[src/tfg_pkg.sv]
/*
 package for the timer fault guard and wide register access block:
 cpu register indices, control field positions, reset values and widths.
 assumes an 8-bit cpu bus with a small register address.
*/
package tfg_pkg;

   // ==========================================================
   // widths
   // ==========================================================
   localparam int ADDR_W   = 3;             // register address width
   localparam int DATA_W   = 8;             // cpu data width
   localparam int WIDE_W   = 10;            // counter and compare width
   localparam int HOLD_W   = 2;             // shared high bits holder
   localparam int N_CMP    = 4;             // compare registers a..d
   localparam int N_PINS   = 4;             // guarded pwm pins
   localparam int FILT_LEN = 4;             // samples that must agree

   // ==========================================================
   // register indices
   // ==========================================================
   localparam logic [2:0] REG_HOLD  = 3'h0; // timer_wide_high_bits_hold
   localparam logic [2:0] REG_COUNT = 3'h1; // timer_count_value low byte
   localparam logic [2:0] REG_CMP_A = 3'h2; // compare a low byte, b..d follow
   localparam logic [2:0] REG_CTRL  = 3'h6; // timer_ctrl_reg_d fault fields
   localparam logic [2:0] REG_MODE  = 3'h7; // output_mode_bits, two per pin

   // ==========================================================
   // timer_ctrl_reg_d field positions
   // ==========================================================
   localparam int CTRL_EN     = 0;          // fault_guard_enable
   localparam int CTRL_IRQ_EN = 1;          // fault_guard_irq_enable
   localparam int CTRL_SRC    = 2;          // fault_source_comparator_select
   localparam int CTRL_FILT   = 3;          // fault_filter_enable
   localparam int CTRL_RISE   = 4;          // edge select, 1 = rising
   localparam int CTRL_FLAG   = 5;          // fault_event_flag, write 1 clears

   // ==========================================================
   // reset values
   // ==========================================================
   localparam logic [7:0] CTRL_RESET = 8'h00;
   localparam logic [7:0] MODE_RESET = 8'h00;
   localparam logic [1:0] HOLD_RESET = 2'h0;
   localparam logic [9:0] WIDE_RESET = 10'h000;

endpackage

[src/tfg_fault_if.sv]
/*
 carrier between the fault guard top and its input sampler.
 assumes both ends share clock_in.
*/
`timescale 1ns/100ps
interface tfg_fault_if;
   logic raw_level;   // selected fault source level
   logic filt_en;     // noise filter inserted
   logic rise_sel;    // 1 = rising edge qualifies, 0 = falling
   logic event_hit;   // qualifying edge seen, one-cycle pulse

   modport ctrl
   (
      output raw_level,
      output filt_en,
      output rise_sel,
      input  event_hit
   );
   modport smp
   (
      input  raw_level,
      input  filt_en,
      input  rise_sel,
      output event_hit
   );
endinterface

[src/tfg_fault_sampler.sv]
/*
 fault input sampler: two-stage synchroniser, optional four-sample
 noise filter and edge detector, all on the system clock.
 assumes the selected source level arrives through the interface.
*/
`timescale 1ns/100ps
module tfg_fault_sampler
   import tfg_pkg::*;
(
   // clock and reset
   input  wire logic clock_in,
   input  wire logic reset_in,
   // fault path
   tfg_fault_if.smp  fault_if
);

   // ==========================================================
   // storage
   // ==========================================================
   logic                sync1_r;   // first synchroniser stage
   logic                sync2_r;   // second synchroniser stage
   logic [FILT_LEN-2:0] hist_r;    // older samples for the filter
   logic                filt_r;    // filtered level
   logic                prev_r;    // last level seen by edge detector
   logic                level;     // level fed to edge detector
   logic                agree_hi;  // all samples high
   logic                agree_lo;  // all samples low

   // synchroniser, first stage only feeds the second
   always_ff @(posedge clock_in)
   begin
      if (reset_in)
      begin
         sync1_r <= 1'b0;
         sync2_r <= 1'b0;
      end
      else
      begin
         sync1_r <= fault_if.raw_level;
         sync2_r <= sync1_r;
      end
   end

   // agreement of the current and three older samples
   assign agree_hi = &{hist_r, sync2_r};
   assign agree_lo = ~|{hist_r, sync2_r};

   // filter runs on every system clock, prescaler has no say
   always_ff @(posedge clock_in)
   begin
      if (reset_in)
      begin
         hist_r <= '0;
         filt_r <= 1'b0;
      end
      else
      begin
         hist_r <= {hist_r[FILT_LEN-3:0], sync2_r};
         if (agree_hi)
         begin
            filt_r <= 1'b1;
         end
         else if (agree_lo)
         begin
            filt_r <= 1'b0;
         end
      end
   end

   // filter inserted ahead of the edge detector when enabled
   assign level = fault_if.filt_en ? filt_r : sync2_r;

   // edge detector
   always_ff @(posedge clock_in)
   begin
      if (reset_in)
      begin
         prev_r <= 1'b0;
      end
      else
      begin
         prev_r <= level;
      end
   end

   // toggling source or filter may itself make an edge here, toggling edge select alone cannot
   assign fault_if.event_hit = (level != prev_r) && (level == fault_if.rise_sel);
endmodule

[src/tfg_top.sv]
/*
 timer fault guard with 10-bit register access over an 8-bit cpu port.
 holds the counter, four compare registers, the shared high bits
 holder, the fault control fields and the output mode pairs.
 assumes synchronous pins, a timer tick enable from the prescaler and
 waveform bits from the waveform generator outside.
*/
//
// Behaviour
// - system clock only, tick is an enable
// - enabled qualifying edge enters fault protection
// - fault clears mode pairs, pins follow port
// - enable cleared with mode bits same cycle
// - irq enable set raises fault interrupt
// - source is pin, or comparator when selected
// - both sources share sampler and edge detector
// - port-driven pin level triggers like external
// - filter output changes after four equal samples
// - filter adds four clock cycles delay
// - filter samples system clock, ignores prescaler
// - wide registers share one 2-bit holder
// - low byte write loads holder plus byte
// - low byte read copies high bits to holder
`timescale 1ns/100ps
module tfg_top
   import tfg_pkg::*;
(
   // clock and reset
   input  wire logic              clock_in,
   input  wire logic              reset_in,
   // cpu register port
   input  wire logic [ADDR_W-1:0] cpu_addr_in,
   input  wire logic              cpu_wr_in,
   input  wire logic              cpu_rd_in,
   input  wire logic [DATA_W-1:0] cpu_wdata_in,
   output logic      [DATA_W-1:0] cpu_rdata_out,
   // timer side
   input  wire logic              timer_tick_enable_in,
   input  wire logic [N_PINS-1:0] waveform_in,
   input  wire logic [N_PINS-1:0] port_output_latch_in,
   output logic      [WIDE_W-1:0] timer_count_value_out,
   output logic      [N_PINS-1:0] pwm_pins_out,
   // fault sources and request
   input  wire logic              ext_irq_pin_zero_in,
   input  wire logic              comparator_output_in,
   output logic                   fault_irq_out
);

   // ==========================================================
   // storage
   // ==========================================================
   logic [HOLD_W-1:0] hold_r;                 // timer_wide_high_bits_hold
   logic [WIDE_W-1:0] count_r;                // timer_count_value
   logic [WIDE_W-1:0] cmp_r [N_CMP];          // compare_value_regs
   logic [7:0]        ctrl_r;                 // timer_ctrl_reg_d fields
   logic [7:0]        mode_r;                 // output_mode_bits pairs
   logic              fault_hit;              // enabled event this cycle
   logic              wr_ctrl;                // cpu write to control
   tfg_fault_if       fault_if ();

   // index of a compare register, or N_CMP when not one
   function automatic int cmp_index(input logic [ADDR_W-1:0] a);
      int idx;
      idx = N_CMP;
      if (a >= REG_CMP_A && a < REG_CMP_A + 3'(N_CMP))
      begin
         idx = int'(a - REG_CMP_A);
      end
      return idx;
   endfunction

   // ==========================================================
   // fault path
   // ==========================================================
   // pin level already carries any port-driven value
   assign fault_if.raw_level = ctrl_r[CTRL_SRC] ? comparator_output_in
                                                : ext_irq_pin_zero_in;
   assign fault_if.filt_en   = ctrl_r[CTRL_FILT];
   assign fault_if.rise_sel  = ctrl_r[CTRL_RISE];
   assign fault_hit          = ctrl_r[CTRL_EN] && fault_if.event_hit;
   assign wr_ctrl            = cpu_wr_in && cpu_addr_in == REG_CTRL;

   // shared sampler for either source
   tfg_fault_sampler tfg_fault_sampler_inst
   (
      .clock_in (clock_in),
      .reset_in (reset_in),
      .fault_if (fault_if.smp)
   );

   // control fields, flag set wins over write-one clear
   always_ff @(posedge clock_in)
   begin
      if (reset_in)
      begin
         ctrl_r <= CTRL_RESET;
      end
      else
      begin
         if (wr_ctrl)
         begin
            ctrl_r[4:0] <= cpu_wdata_in[4:0];
            if (cpu_wdata_in[CTRL_FLAG])
            begin
               ctrl_r[CTRL_FLAG] <= 1'b0;
            end
         end
         if (fault_hit)
         begin
            ctrl_r[CTRL_EN]   <= 1'b0;
            ctrl_r[CTRL_FLAG] <= 1'b1;
         end
      end
   end

   // output mode pairs, wiped by a fault in the same cycle
   always_ff @(posedge clock_in)
   begin
      if (reset_in)
      begin
         mode_r <= MODE_RESET;
      end
      else if (fault_hit)
      begin
         mode_r <= MODE_RESET;
      end
      else if (cpu_wr_in && cpu_addr_in == REG_MODE)
      begin
         mode_r <= cpu_wdata_in;
      end
   end

   // pins follow waveform only while their mode pair is non-zero
   always_ff @(posedge clock_in)
   begin
      if (reset_in)
      begin
         pwm_pins_out <= '0;
      end
      else
      begin
         for (int i = 0; i < N_PINS; i++)
         begin
            pwm_pins_out[i] <= (mode_r[2*i +: 2] != 2'b00) ? waveform_in[i]
                                                           : port_output_latch_in[i];
         end
      end
   end

   // interrupt request while flag and its enable are both set
   always_ff @(posedge clock_in)
   begin
      if (reset_in)
      begin
         fault_irq_out <= 1'b0;
      end
      else
      begin
         fault_irq_out <= ctrl_r[CTRL_FLAG] && ctrl_r[CTRL_IRQ_EN];
      end
   end

   // ==========================================================
   // wide registers
   // ==========================================================
   // holder: direct write, or high bits of a low byte read
   always_ff @(posedge clock_in)
   begin
      if (reset_in)
      begin
         hold_r <= HOLD_RESET;
      end
      else if (cpu_wr_in && cpu_addr_in == REG_HOLD)
      begin
         hold_r <= cpu_wdata_in[HOLD_W-1:0];
      end
      else if (cpu_rd_in && cpu_addr_in == REG_COUNT)
      begin
         hold_r <= count_r[WIDE_W-1:DATA_W];
      end
      else if (cpu_rd_in && cmp_index(cpu_addr_in) < N_CMP)
      begin
         hold_r <= cmp_r[cmp_index(cpu_addr_in)][WIDE_W-1:DATA_W];
      end
   end

   // counter: cpu write first, else count on the tick enable
   always_ff @(posedge clock_in)
   begin
      if (reset_in)
      begin
         count_r <= WIDE_RESET;
      end
      else if (cpu_wr_in && cpu_addr_in == REG_COUNT)
      begin
         count_r <= {hold_r, cpu_wdata_in};
      end
      else if (timer_tick_enable_in)
      begin
         count_r <= count_r + 10'h001;
      end
   end

   // compare registers loaded as a whole on low byte write
   always_ff @(posedge clock_in)
   begin
      if (reset_in)
      begin
         for (int i = 0; i < N_CMP; i++)
         begin
            cmp_r[i] <= WIDE_RESET;
         end
      end
      else if (cpu_wr_in && cmp_index(cpu_addr_in) < N_CMP)
      begin
         cmp_r[cmp_index(cpu_addr_in)] <= {hold_r, cpu_wdata_in};
      end
   end

   // read data captured on the read strobe, unmapped reads zero
   always_ff @(posedge clock_in)
   begin
      if (reset_in)
      begin
         cpu_rdata_out <= 8'h00;
      end
      else if (cpu_rd_in)
      begin
         case (cpu_addr_in)
            REG_HOLD:  cpu_rdata_out <= {6'h00, hold_r};
            REG_COUNT: cpu_rdata_out <= count_r[DATA_W-1:0];
            REG_CTRL:  cpu_rdata_out <= ctrl_r; // enable polling
            REG_MODE:  cpu_rdata_out <= mode_r;
            default:
            begin
               if (cmp_index(cpu_addr_in) < N_CMP)
               begin
                  cpu_rdata_out <= cmp_r[cmp_index(cpu_addr_in)][DATA_W-1:0];
               end
               else
               begin
                  cpu_rdata_out <= 8'h00;
               end
            end
         endcase
      end
   end

   // count seen by the waveform logic outside
   always_ff @(posedge clock_in)
   begin
      if (reset_in)
      begin
         timer_count_value_out <= WIDE_RESET;
      end
      else
      begin
         timer_count_value_out <= count_r;
      end
   end
endmodule

[config.mk]
export PLATFORM = sky130hd
export DESIGN_NAME = tfg_top
export DESIGN_NICKNAME = d
export VERILOG_FILES = /design/src/tfg_pkg.sv /design/src/tfg_fault_if.sv /design/src/tfg_fault_sampler.sv /design/src/tfg_top.sv
export SDC_FILE = /design/constraint.sdc
export NUM_CORES = 1
export LEC_CHECK = 0
export BUFFER_PORTS_ARGS = -buffer_cell sky130_fd_sc_hd__buf_4
export CAP_MARGIN = 20
export CORE_MARGIN = 4
export CORE_UTILIZATION = 55
export DETAILED_ROUTE_END_ITERATION = 7
export GPL_TIMING_DRIVEN = 0
export PLACE_DENSITY = 0.76
export SETUP_SLACK_MARGIN = 0.5
export SYNTH_ARGS = -nofsm -noshare
export SYNTH_HDL_FRONTEND = slang
export SYNTH_SLANG_ARGS = --single-unit
[constraint.sdc]
create_clock -name clock_in -period 2.7 [get_ports clock_in]
set_input_delay 0.54 -clock clock_in [delete_from_list [all_inputs] [get_ports clock_in]]
set_output_delay 0.54 -clock clock_in [all_outputs]
set_load 0.005 [all_outputs]
======== Word-level counts from Yosys, hierarchy flattened ========
Memories as Yosys holds them, arrays and structs flattened.
Cells that the tools add are included.
cells by class
  add/subtract/negate cells ............... 2
  $lt $le $gt $ge ......................... 5
  equal/unequal tests ..................... 6
  mux-type cells .......................... 36
  reductions and logical operators ........ 26
operators with widths
  cell                                                                            count
  32-bit 2-to-1 mux                                                               8
  32-bit by 4-bit less-than comparator with 1-bit output (second input constant)  3
  8-bit case mux with 4 select lines                                              1
  10-bit 2-to-1 mux                                                               3
  1-bit 2-to-1 mux                                                                16
  2-bit nonzero test                                                              7
  2-bit 2-to-1 mux                                                                6
  1-bit logical AND                                                               11
  10-bit by 1-bit adder with 10-bit output (second input constant)                1
  10-bit OR reduction                                                             1
  8-bit 2-to-1 mux                                                                1
  4-bit OR reduction                                                              2
  3-bit equality test (second input constant)                                     2
  6-bit 2-to-1 mux                                                                1
  4-bit AND reduction                                                             1
  3-bit by 2-bit subtractor with 4-bit output (second input constant)             1
  3-bit by 1-bit equality test with 1-bit output (second input constant)          1
  3-bit by 2-bit >= comparator with 1-bit output (second input constant)          1
  3-bit zero test                                                                 1
  3-bit less-than comparator (second input constant)                              1
  3-bit nonzero test                                                              1
  2-bit by 1-bit != test with 1-bit output (second input constant)                1
  2-bit AND reduction                                                             1
  2-bit OR reduction                                                              1
  other kinds (2)                                                                 2
word-level totals
  register bits after elaboration ......... 56
  RAM bits ................................ 40
  output and inout bits ................... 23
  logic and storage cells ................. 91
  memories ................................ 1
memories
  memory  depth  bits a word  rd ports  clocked after memory_dff  wr ports  line           source
  cmp_r   4      10           1         0                         4         tfg_top.sv:54  logic [WIDE_W-1:0] cmp_r [N_CMP];

======== Longest topological paths before layout ========
Gate-level depths: netlist of the first run.
  depth in word-level cells ............... 11
  depth in mapped cells ................... 8
  depth with buffers taken out ............ 6

======== Hierarchy ========
A second synthesis of the first run with hierarchy kept.
second synthesis, totals
  cells, all modules ...................... 390
  area, all modules ....................... 4,229.1 um^2
by module, submodules not included
  module             instances  cells each  area an instance (um^2)
  tfg_top            1          370         3,993.8
  tfg_fault_sampler  1          20          235.2

======== Least setup slack after synthesis of the first run ========
No wires, ideal clock.
  path kind ............................... input to register
  from .................................... input port cpu_addr_in[1]
  to ...................................... memory cmp_r[3][0] (enable)
  library setup time ...................... 379 ps
  data arrival time ....................... 1,865 ps
  setup slack ............................. 456 ps
  cell stages on the path ................. 6
  cells stage by stage .................... inv_1 > ha_1 > buf_1 > buf_2 > nand2_1 > o21bai_1
RTL lines
  element      line           source
  from (decl)  tfg_top.sv:32  input wire logic [ADDR_W-1:0] cpu_addr_in,
  to (decl)    tfg_top.sv:54

==> results of run 1 <==
-- where the power goes --
| group | switching [uW] | internal, uW |
|---|---|---|
| logic | 169 | 136 |
| clock network | 519 | 437 |
| registers | 39.8 | 1580 |
| total | 727 | 2150 |
-- cell families after synthesis --
family	count (synthesis)	synth area share
AO/OA/AOI/OAI	74	0.112
XOR/XNOR	9	0.0184
adder cells (fa/ha/maj)	2	0.00584
buffers and inverters	36	0.0394
flip-flops	96	0.542
multiplexers	30	0.0800
AND/OR/NAND/NOR	157	0.202
-- flip-flops by register name, summed over array words and instances (netlist names) --
name / count
cmp_r: 40
count_r: 10
timer_count_value_out: 10
cpu_rdata_out: 8
mode_r: 8
ctrl_r: 6
pwm_pins_out: 4
tfg_fault_sampler_inst.hist_r: 3
hold_r: 2
fault_irq_out: 1
tfg_fault_sampler_inst.filt_r: 1
tfg_fault_sampler_inst.prev_r: 1
tfg_fault_sampler_inst.sync1_r: 1
tfg_fault_sampler_inst.sync2_r: 1
-- critical path, stage by stage --
cell and delay, ns:
buf_4 0.11, inv_1 0.04, ha_1 0.28, buf_4 0.18, nor3b_2 0.26, nor3b_1 0.27
clkbuf_1 0.36, and2_1 0.19
-- stage by stage --
stage | total power (uW) | util | instance area, um2
after floorplan | 1830 | - | 4290
after global placement | 1940 | 0.639 | 4730
after detailed placement | 1950 | 0.639 | 4730
after CTS | 2890 | 0.667 | 4940
after global routing | 2990 | 0.667 | 4940
final | 2880 | 0.667 | 4940
-- final timing paths --
kind                                                                start                                         to  slack (ns)  cells after the start
worst max-delay path                                       cpu_addr_in[1]                  cmp_r[0][1]$_SDFFCE_PN0P_        0.71                      8
worst min-delay path                                  ext_irq_pin_zero_in  tfg_fault_sampler_inst.sync1_r$_SDFF_PP0_        0.40                      3
worst max register to register                     ctrl_r[3]$_SDFFE_PP0P_                     mode_r[2]$_SDFFE_PP0P_        0.90                      5
worst min register to register  tfg_fault_sampler_inst.sync1_r$_SDFF_PP0_  tfg_fault_sampler_inst.sync2_r$_SDFF_PP0_        0.45                      1
-- synthesized netlist by cell type (8+ instances only) --
| cell type | count | area [um2] |
|---|---|---|
| nor2_1 | 27 | 101 |
| and2_1 | 41 | 257 |
| nor2b_1 | 20 | 125 |
| a21oi_1 | 27 | 135 |
| edfxtp_1 | 40 | 1200 |
| nand2_1 | 35 | 131 |
| inv_1 | 8 | 30.0 |
| dfxtp_1 | 56 | 1120 |
| o21ai_0 | 8 | 40.0 |
| clkbuf_1 | 16 | 60.1 |
| mux2i_1 | 23 | 230 |
| a211oi_1 | 13 | 97.6 |
-- routing by layer --
layer  vias up  routed length (um)  GRT usage
met5         -                   0          0
met4         0                 293      0.116
met3        22                 832     0.0665
met2       132                4650      0.357
met1      1554                4280      0.312
li1       1531                   -          -
-- area by class of cell --
cell class	count	area, um2	share of cell area
clock inverters	7	77.6	0.0157
multi-input cells	272	1800	0.365
repair buffers	43	323	0.0653
well taps	99	124	0.0251
flip-flops and latches	96	2320	0.470
clock buffers	9	124	0.0251
inverters	8	30.0	0.00607
plain buffers	28	140	0.0283
==> key figures, run 1 <==
Status
  – Outcome: finished clean

Final layout
  – N_diodes: 0
  – Share of layout cells above drive strength 1: 0.199
  – Commonest non-fill, non-tap cells in the layout: dfxtp_1, buf_4, and2_1
  – Area delta synth->final: 15.4%
  – Fillers: ~580
  – Commonest non-fill, non-tap cell in the layout: dfxtp_1
  – Final std cells w/o fill: approximately 560
  – NumNets Final: approximately 490

Route
  – Post-route ant nets: 0
  – DRC violations left: 0
  – Wirelength per Cell: around 18 um
  – Drt pass-1 iters: 5
  – Vias per std cell: a little under 6
  – Vias: roughly 3200
  – DRT iter0 DRCs: 235
  – Total Wirelength: 10100 um

Synth
  – Flops & latches, synth: 96
  – Syn_area_per_cell: roughly 11 um2
  – Syn Inst Count: roughly 400
  – Yosys warning count: 0
  – Sequential fraction of the synthesis area: 0.542
  – Fraction of registers with async set or reset after synthesis: 0
  – Post-synth cell types: 48
  – Post-synth EDFFs: 40
  – Ys flop type: dfxtp_1
  – Mapped Area: between 4000 and 5000 um2
  – Syn Nets: ~430

Global route
  – Vias in the first global route: 3157
  – Initial antenna violation count: 0
  – Largest net degree at the start of global routing: 18
  – First-pass GRT wire length: about 16000 um
  – GRT Residual Overflow: 0
  – Gr usage total: 0.237

Die
  – Core Footprint: ~7400 um2
  – Core Rows: 31
  – Die extent in x: roughly 96 um
  – I/O pins: 49
  – Chip Height: 96.3 um
  – Initial Utilization: 0.578
  – Die ar.: around 9000 um2

Timing
  – Worst Tran Pin Value: ~0.56 ns
  – Hold slack: 0.395 ns
  – Worst Skew: 0.00823 ns
  – Final worst setup slack: just over 0.7 ns
  – Rel. slew slack: 0.627
  – TNS Setup: 0 ns
  – Final Setup Violations: 0
  – RSZ-0062 raised after global routing: false
  – Final min period: ~2 ns
  – Max Transition Viols Final: 0
  – Final worst-path cycle share: 0.738
  – Final Hold Viols: 0
  – Max Fclk: 502 MHz

Worst setup path
  – CP Capture Type: flip-flop
  – CP required: between 2 and 3 ns
  – Max FO, Critical Path: 10
  – Worst Path Arrival: ~2.2 ns
  – Startpoint types: input port
  – WS Path Type: in -> reg

Placement
  – # port buffers: 43
  – Placer Congestion: approximately 0.9
  – Placed cell count: about 550
  – DPL Wire Length: ~7200 um
  – Post-Place Setup Slack: around 0.060 ns

CTS
  – PostCTS Resize Cnt: 1
  – Hold_buf cts: 0
  – Number of CTS-inserted buffers: 9
  – H-tree lvl count: 3
  – Setup Fix Bufs, Post-CTS: 0
  – Clock slew at reported path FFs: 0.10 ns
  – CTS Sinks: 96
  – TritonCTS clock tree: built
  – Max Buffers Root-to-Sink: 2
  – Clk_lat worst skew: approximately 0.37 ns
  – Root Driver: clkbuf_8

Pwr
  – LEAKAGE: ~0.0019 uW
  – Worst vdd ir: around 0.34 mV
  – P per Cell Area: 583 nW/um2

Job
  – Max Cap Viol: 0

Min path
  – Worst min path class: in -> reg
Note: power is estimated with default switching activity, not from simulation.
==> run 2: changes to the inputs <==
Settings changed: CORE_UTILIZATION 55 to 52, PLACE_DENSITY 0.76 to 0.75.
Clock period 2.7 ns to 1.8 ns, I/O delays scaled along.
==> run 2 against run 1 <==
Sequential share of layout area down 4.1 points. Final cell count up 4.3%. Cell area up 11%. Worst setup slack worse by 0.45 ns. Routed wire length up 17%. Highest routed layer unchanged.
==> key figures, run 2 (synthesized netlist as in run 1, its figures left out) <==
Global route
  – Gr usage total: 0.237
  – Vias in the first global route: 3371
  – Initial antenna violation count: 0
  – Largest net degree at the start of global routing: 18
  – First-pass GRT wire length: around 18000 um
  – GRT Residual Overflow: 0

Die
  – Core Footprint: roughly 8000 um2
  – Die extent in x: between 90 and 100 um
  – Die ar.: between 9000 and 10000 um2
  – Initial Utilization: 0.543
  – I/O pins: 49
  – Chip Height: between 90 and 100 um
  – Core Rows: 32

Job
  – Max Cap Viol: 0

Final layout
  – Number of flip-flops in the largest register: 40
  – Area delta synth->final: 27.7%
  – Multi-input logic area: 2030 um2
  – Commonest non-fill, non-tap cell in the layout: buf_4
  – Final std cells w/o fill: about 590
  – Most flops, register: cmp_r
  – Fillers: 586
  – Commonest non-fill, non-tap cells in the layout: buf_4, dfxtp_1, edfxtp_1
  – Reg area: 2350 um2
  – N_diodes: 0
  – Largest regs: cmp_r: 40 flops, count_r: 10 flops, timer_count_value_out: 10 flops
  – NumNets Final: 507
  – Post-route design area: approximately 5500 um2
  – Share of layout cells above drive strength 1: 0.335

Timing
  – Final Hold Viols: 0
  – Rel. slew slack: 0.622
  – Final Setup Violations: 0
  – Worst Tran Pin Value: 0.568 ns
  – Max Fclk: roughly 650 MHz
  – RSZ-0062 raised after global routing: true
  – Max Transition Viols Final: 0
  – Final min period: between 1.5 and 2 ns
  – Final worst-path cycle share: 0.857
  – Worst Skew: between 0.02 and 0.025 ns

Route
  – Post-route ant nets: 0
  – Vias: 3400
  – DRC violations left: 0
  – Drt pass-1 iters: 4
  – Wirelength per Cell: 20.0 um
  – DRT iter0 DRCs: around 230
  – Total Wirelength: approximately 12000 um
  – Vias per std cell: 5.80

Worst setup path
  – WS Path Type: in -> reg
  – Worst Path Arrival: 1.84 ns
  – R2R Path End: mode_r[4]$_SDFFE_PP0P_
  – Reg2reg setup slack: 0.43 ns
  – Sequence of cells on the critical path: buf_8 > ha_4 > buf_6 > nand2b_4 > buf_12 > buf_6 > mux2i_2 > a211o_1 > a21oi_2
  – Startpoint types: input port
  – CP Capture Type: flip-flop
  – Worst-case reg-to-reg path depth: 5
  – Critical path's largest stage delay: a little over 0.3 ns
  – FF-to-FF Start: ctrl_r[3]$_SDFFE_PP0P_
  – CP Capture Point: cpu_rdata_out[5]$_SDFFE_PP0P_
  – CP max-delay cell: a211o_1
  – Crit path top cell by count: buf_6
  – Max FO, Critical Path: 5
  – Crit path from: cpu_addr_in[2]
  – CP required: approximately 2.1 ns

Status
  – Outcome: finished clean

Pwr
  – Comb pwr share: 0.135
  – Switching pwr: between 1000 and 1500 uW
  – P per Cell Area: 819 nW/um2
  – Sequential power share: 0.544
  – Worst vdd ir: between 0.4 and 0.5 mV
  – Pint: 3320 uW
  – Sw frac: 0.260
  – LEAKAGE: around 0.0021 uW
  – Power share of the clock group: 0.321

CTS
  – Number of CTS-inserted buffers: 9
  – H-tree lvl count: 3
  – Clock slew at reported path FFs: ~0.090 ns
  – TritonCTS clock tree: built
  – Hold_buf cts: 0
  – Root Driver: clkbuf_8
  – Max Buffers Root-to-Sink: 2
  – CTS Sinks: 96
  – Clk_lat worst skew: around 0.37 ns

Min path
  – Worst min path class: in -> reg

Placement
  – DPL Wire Length: 7610 um
  – Placer Congestion: roughly 0.85
  – Placed Area: around 4800 um2
  – Placed cell count: roughly 550
  – # port buffers: between 40 and 50
-- run 2: cell count changes in the layout (fill, tap and decap cells not counted), sizes merged --
cell	change
clkinvlp	+2
clkbuf	-3
buf	+22
inv	-1
clkinv	-2
or2	+3
-- run 2: layer usage --
metal	global-route usage	up-vias	part of all wire
met5	0	-	0
met3	0.0637	24	0.071
met2	0.408	155	0.51
li1	-	1571	-
met4	0.0767	0	0.024
met1	0.289	1650	0.39
-- run 2: worst min path at each step --
stage	startpoint	end	slack [ns]	cells after the start
after global routing	port_output_latch_in[3]	pwm_pins_out[3]$_SDFF_PP0_	0.23	3
final	ext_irq_pin_zero_in	tfg_fault_sampler_inst.sync1_r$_SDFF_PP0_	0.23	3
after detailed placement	tfg_fault_sampler_inst.sync1_r$_SDFF_PP0_	tfg_fault_sampler_inst.sync2_r$_SDFF_PP0_	0.44	1
after global placement	tfg_fault_sampler_inst.sync1_r$_SDFF_PP0_	tfg_fault_sampler_inst.sync2_r$_SDFF_PP0_	0.43	1
after CTS	ext_irq_pin_zero_in	tfg_fault_sampler_inst.sync1_r$_SDFF_PP0_	0.22	3
after floorplan	tfg_fault_sampler_inst.sync1_r$_SDFF_PP0_	tfg_fault_sampler_inst.sync2_r$_SDFF_PP0_	0.41	1
-- run 2: stage by stage --
stage,power [uW],hold slack [ns],setup slack (ns),setup TNS [ns],util
2_1_floorplan,2750,0.414,0.0807,0,-
3_3_place_gp,2940,0.427,-0.212,-4.86,0.609
3_5_place_dp,2960,0.436,-0.231,-8.41,0.609
4_1_cts,4420,0.222,0.275,0,0.666
5_1_grt,4620,0.229,0.243,0,0.694
6_report,4480,0.226,0.257,0,0.694
-- run 2: critical path: cells and delay by family --
kind	cells	cell delay, ns
multiplexers	1	0.15
AND/OR/NAND/NOR	1	0.17
buffers and inverters	4	0.47
AO/OA/AOI/OAI	2	0.46
adder cells (fa/ha/maj)	1	0.22
-- run 2: layout make-up --
cell class              instances  area share
inverters                       8     0.00686
clock buffers                  10      0.0233
flip-flops and latches         96       0.429
multi-input cells             275       0.371
plain buffers                  28      0.0380
clock inverters                 6      0.0123
repair buffers                 61      0.0965
well taps                     102      0.0233
-- run 2: power by group through the flow --
stage | Clock (uW) | Sequential (uW) | Combinational, uW
final | 1440 | 2440 | 603
after global placement | 0 | 2480 | 464
after global routing | 1530 | 2450 | 644
after floorplan | 0 | 2460 | 291
after detailed placement | 0 | 2480 | 474
after CTS | 1440 | 2430 | 547
-- run 2: repair_timing --
item / in CTS / in global routing
resized for setup: 34 / 59
setup buffers: 12 / 3
cloned: 4 / 2
pin swaps: 5 / 16
endpoints found under the setup margin: 108 / 110
==> run 3: changes to the inputs <==
Settings changed: ABC_AREA set to 1.
==> run 3 against run 2 <==
Via count up 27%. Sequential power about the same. Largest power group unchanged. Critical path type unchanged. Critical endpoint is now cpu_rdata_out[4]$_SDFFE_PP0P_. Clock power up 4%. Core utilization up 2.1 points. Worst setup slack better by 0.031 ns. Non-clock buffer count up 7.
==> key figures, run 3 <==
Timing
  – Worst Skew: around 0.0099 ns
  – Final worst-path cycle share: 0.840
  – Worst Tran Pin Value: roughly 0.55 ns
  – Max Fclk: 662 MHz
  – TNS Setup: 0 ns
  – Rel. slew slack: 0.630
  – Final Setup Violations: 0
  – Max Transition Viols Final: 0
  – RSZ-0062 raised after global routing: true
  – Final Hold Viols: 0
  – Final min period: about 1.5 ns

Synth
  – Top cells by count, synth: nand2_1, nor2_1, inv_1
  – Post-synth cell types: 30
  – Post-synth EDFFs: 40
  – Syn Nets: between 500 and 600
  – Ys flop type: dfxtp_1
  – Sequential fraction of the synthesis area: 0.531
  – Count leader, synth: nand2_1
  – Synth top area cells: edfxtp_1, dfxtp_1, nand2_1
  – Fraction of registers with async set or reset after synthesis: 0
  – Leading area contributor after synthesis: edfxtp_1
  – Flops & latches, synth: between 90 and 100
  – Syn_area_per_cell: between 7 and 8 um2
  – Syn Inst Count: approximately 550
  – Share of the synthesized area in the top cell type: 0.274
  – Mapped Area: around 4400 um2
  – Yosys warning count: 0

Final layout
  – Share of layout cells above drive strength 1: 0.276
  – Commonest non-fill, non-tap cell in the layout: nand2_1
  – Most flops, register: cmp_r
  – Multi-input logic area: slightly above 2000 um2
  – Fillers: around 570
  – N_diodes: 0
  – Largest regs: cmp_r: 40 flops, count_r: 10 flops, timer_count_value_out: 10 flops
  – NumNets Final: about 670
  – Reg area: approximately 2300 um2
  – Number of flip-flops in the largest register: 40
  – Area delta synth->final: 34.1%
  – Commonest non-fill, non-tap cells in the layout: nand2_1, nor2_1, inv_1

Die
  – Chip Height: ~100 um
  – I/O pins: roughly 50
  – Die ar.: between 9000 and 10000 um2
  – Initial Utilization: 0.533
  – Die extent in x: 99.7 um
  – Core Footprint: ~8200 um2
  – Core Rows: 33

CTS
  – Clock slew at reported path FFs: roughly 0.090 ns
  – CTS Sinks: 96
  – Max Buffers Root-to-Sink: 2
  – Root Driver: clkbuf_8
  – TritonCTS clock tree: built
  – H-tree lvl count: 3
  – Number of CTS-inserted buffers: 9
  – Clk_lat worst skew: 0.35 ns

Global route
  – GRT Residual Overflow: 0
  – Initial antenna violation count: 0
  – Largest net degree at the start of global routing: 16
  – Vias in the first global route: just under 4000
  – First-pass GRT wire length: just under 20000 um
  – Gr usage total: 0.252

Route
  – Drt pass-1 iters: 5
  – Vias: 4334
  – DRT iter0 DRCs: approximately 560
  – DRC violations left: 0
  – Vias per std cell: about 5.8
  – Total Wirelength: 13300 um
  – Post-route ant nets: 0
  – Wirelength per Cell: about 18 um

Pwr
  – P per Cell Area: just under 800 nW/um2
  – LEAKAGE: 0.00255 uW
  – Comb pwr share: 0.156
  – Power share of the clock group: 0.323
  – Tot Pwr: about 4700 uW
  – Switching pwr: 1230 uW
  – Worst vdd ir: between 0.5 and 0.6 mV
  – Sequential power share: 0.521
  – Sw frac: 0.263
  – Pint: around 3400 uW

Worst setup path
  – CP max-delay cell: ha_4
  – Critical path's largest stage delay: 0.22 ns
  – CP Capture Point: cpu_rdata_out[4]$_SDFFE_PP0P_
  – Crit path from: cpu_addr_in[1]
  – R2R Path End: cpu_rdata_out[4]$_SDFFE_PP0P_
  – Sequence of cells on the critical path: buf_12 > buf_6 > inv_4 > ha_4 > inv_8 > buf_12 > nand2_8 > clkbuf_16 > nand2_1 > nand3_2 > nand3_2 > nand3_2 > nand2_1 > inv_1
  – Max FO, Critical Path: 5
  – CP Capture Type: flip-flop
  – FF-to-FF Start: count_r[4]$_SDFFE_PP0P_
  – Worst Path Arrival: roughly 1.8 ns
  – Worst-case reg-to-reg path depth: 6
  – Reg2reg setup slack: around 0.50 ns
  – WS Path Type: in -> reg
  – Crit path top cell by count: nand3_2
  – Startpoint types: input port
  – CP required: around 2 ns

Job
  – Max Cap Viol: 0

Placement
  – DPL Wire Length: just over 8000 um
  – Placer Congestion: between 0.8 and 0.9
  – # port buffers: between 40 and 50

Status
  – Outcome: finished clean

Min path
  – Worst min path class: in -> reg
==> run 3: cell count changes in the layout (fill, tap and decap cells not counted), moves of 20 or more <==
cell,before,now
inv_1,7,68
nand2_1,34,92
nor2b_1,20,0
nand3_1,7,40
nor2_1,26,75
and2_1,29,0
==> run 3: logic make-up (layout without fill, tap and decap cells) <==
group                      count (synthesis)  in the layout  share of synthesized area
and+or+nand+nor                          283            287                      0.280
xor gates and xnor gates                   3              3                    0.00600
AOI/OAI and AO/OA                         70             70                     0.0838
buffers and inverters                    100            186                     0.0943
DFF                                       96             96                      0.531
adders and majority gates                  2              2                    0.00572
==> run 3: worst min path at each step <==
| stage | start | endpoint | slack [ns] | depth (start not counted) |
|---|---|---|---|---|
| floorplan | tfg_fault_sampler_inst.sync1_r$_SDFF_PP0_ | tfg_fault_sampler_inst.sync2_r$_SDFF_PP0_ | 0.39 | 2 |
| global placement | tfg_fault_sampler_inst.sync1_r$_SDFF_PP0_ | tfg_fault_sampler_inst.sync2_r$_SDFF_PP0_ | 0.39 | 2 |
| detailed placement | tfg_fault_sampler_inst.sync1_r$_SDFF_PP0_ | tfg_fault_sampler_inst.sync2_r$_SDFF_PP0_ | 0.40 | 2 |
| CTS | port_output_latch_in[3] | pwm_pins_out[3]$_SDFF_PP0_ | 0.23 | 3 |
| global route | port_output_latch_in[1] | pwm_pins_out[1]$_SDFF_PP0_ | 0.25 | 3 |
| finish | port_output_latch_in[3] | pwm_pins_out[3]$_SDFF_PP0_ | 0.23 | 3 |
==> run 3: critical path: cells and delay by family <==
| kind | cells | cell delay [ns] |
|---|---|---|
| buffers and inverters | 7 | 0.69 |
| AND/OR/NAND/NOR | 6 | 0.47 |
| adder cells (fa/ha/maj) | 1 | 0.22 |
==> run 3: what timing repair did <==
action / in CTS / in global routing
endpoints found under the setup margin: 90 / 91
gates resized for setup: 41 / 60
setup buffers: 16 / 4
pin swaps: 4 / 14
cloned: 7 / 2
hold buffers: 0 / 0
endpoints found under the hold margin: 0 / 0
==> run 3: through the flow <==
stage / instance area, um2 / hold WS [ns] / utilization / setup WS [ns] / cells
2_1_floorplan: 4500 / 0.388 / - / -0.109 / 554
3_3_place_gp: 4970 / 0.391 / 0.604 / -0.476 / 704
3_5_place_dp: 4970 / 0.399 / 0.604 / -0.485 / 704
4_1_cts: 5580 / 0.232 / 0.679 / 0.379 / 743
5_1_grt: 5870 / 0.246 / 0.714 / 0.232 / 749
6_report: 5870 / 0.234 / 0.714 / 0.289 / 749
==> run 3: power by group through the flow <==
stage / clock network, uW / registers [uW] / logic (uW)
2_1_floorplan: 0 / 2460 / 326
3_3_place_gp: 0 / 2460 / 504
3_5_place_dp: 0 / 2470 / 513
4_1_cts: 1500 / 2420 / 606
5_1_grt: 1590 / 2440 / 777
6_report: 1500 / 2430 / 725
==> run 3: per-layer routing <==
metal | vias up | GRT usage | wire length, um
li1 | 1979 | - | -
met1 | 2017 | 0.345 | 5240
met2 | 290 | 0.411 | 6180
met3 | 48 | 0.0316 | 1410
met4 | 0 | 0.0914 | 491
met5 | - | 0 | 0
==> run 3: cell type report <==
class                   count  area share
inverters                  74      0.0492
multi-input cells         362       0.343
plain buffers              26      0.0369
flip-flops and latches     96       0.397
clock buffers              11      0.0277
clock inverters             5     0.00874
well taps                 105      0.0224
repair buffers             70       0.115
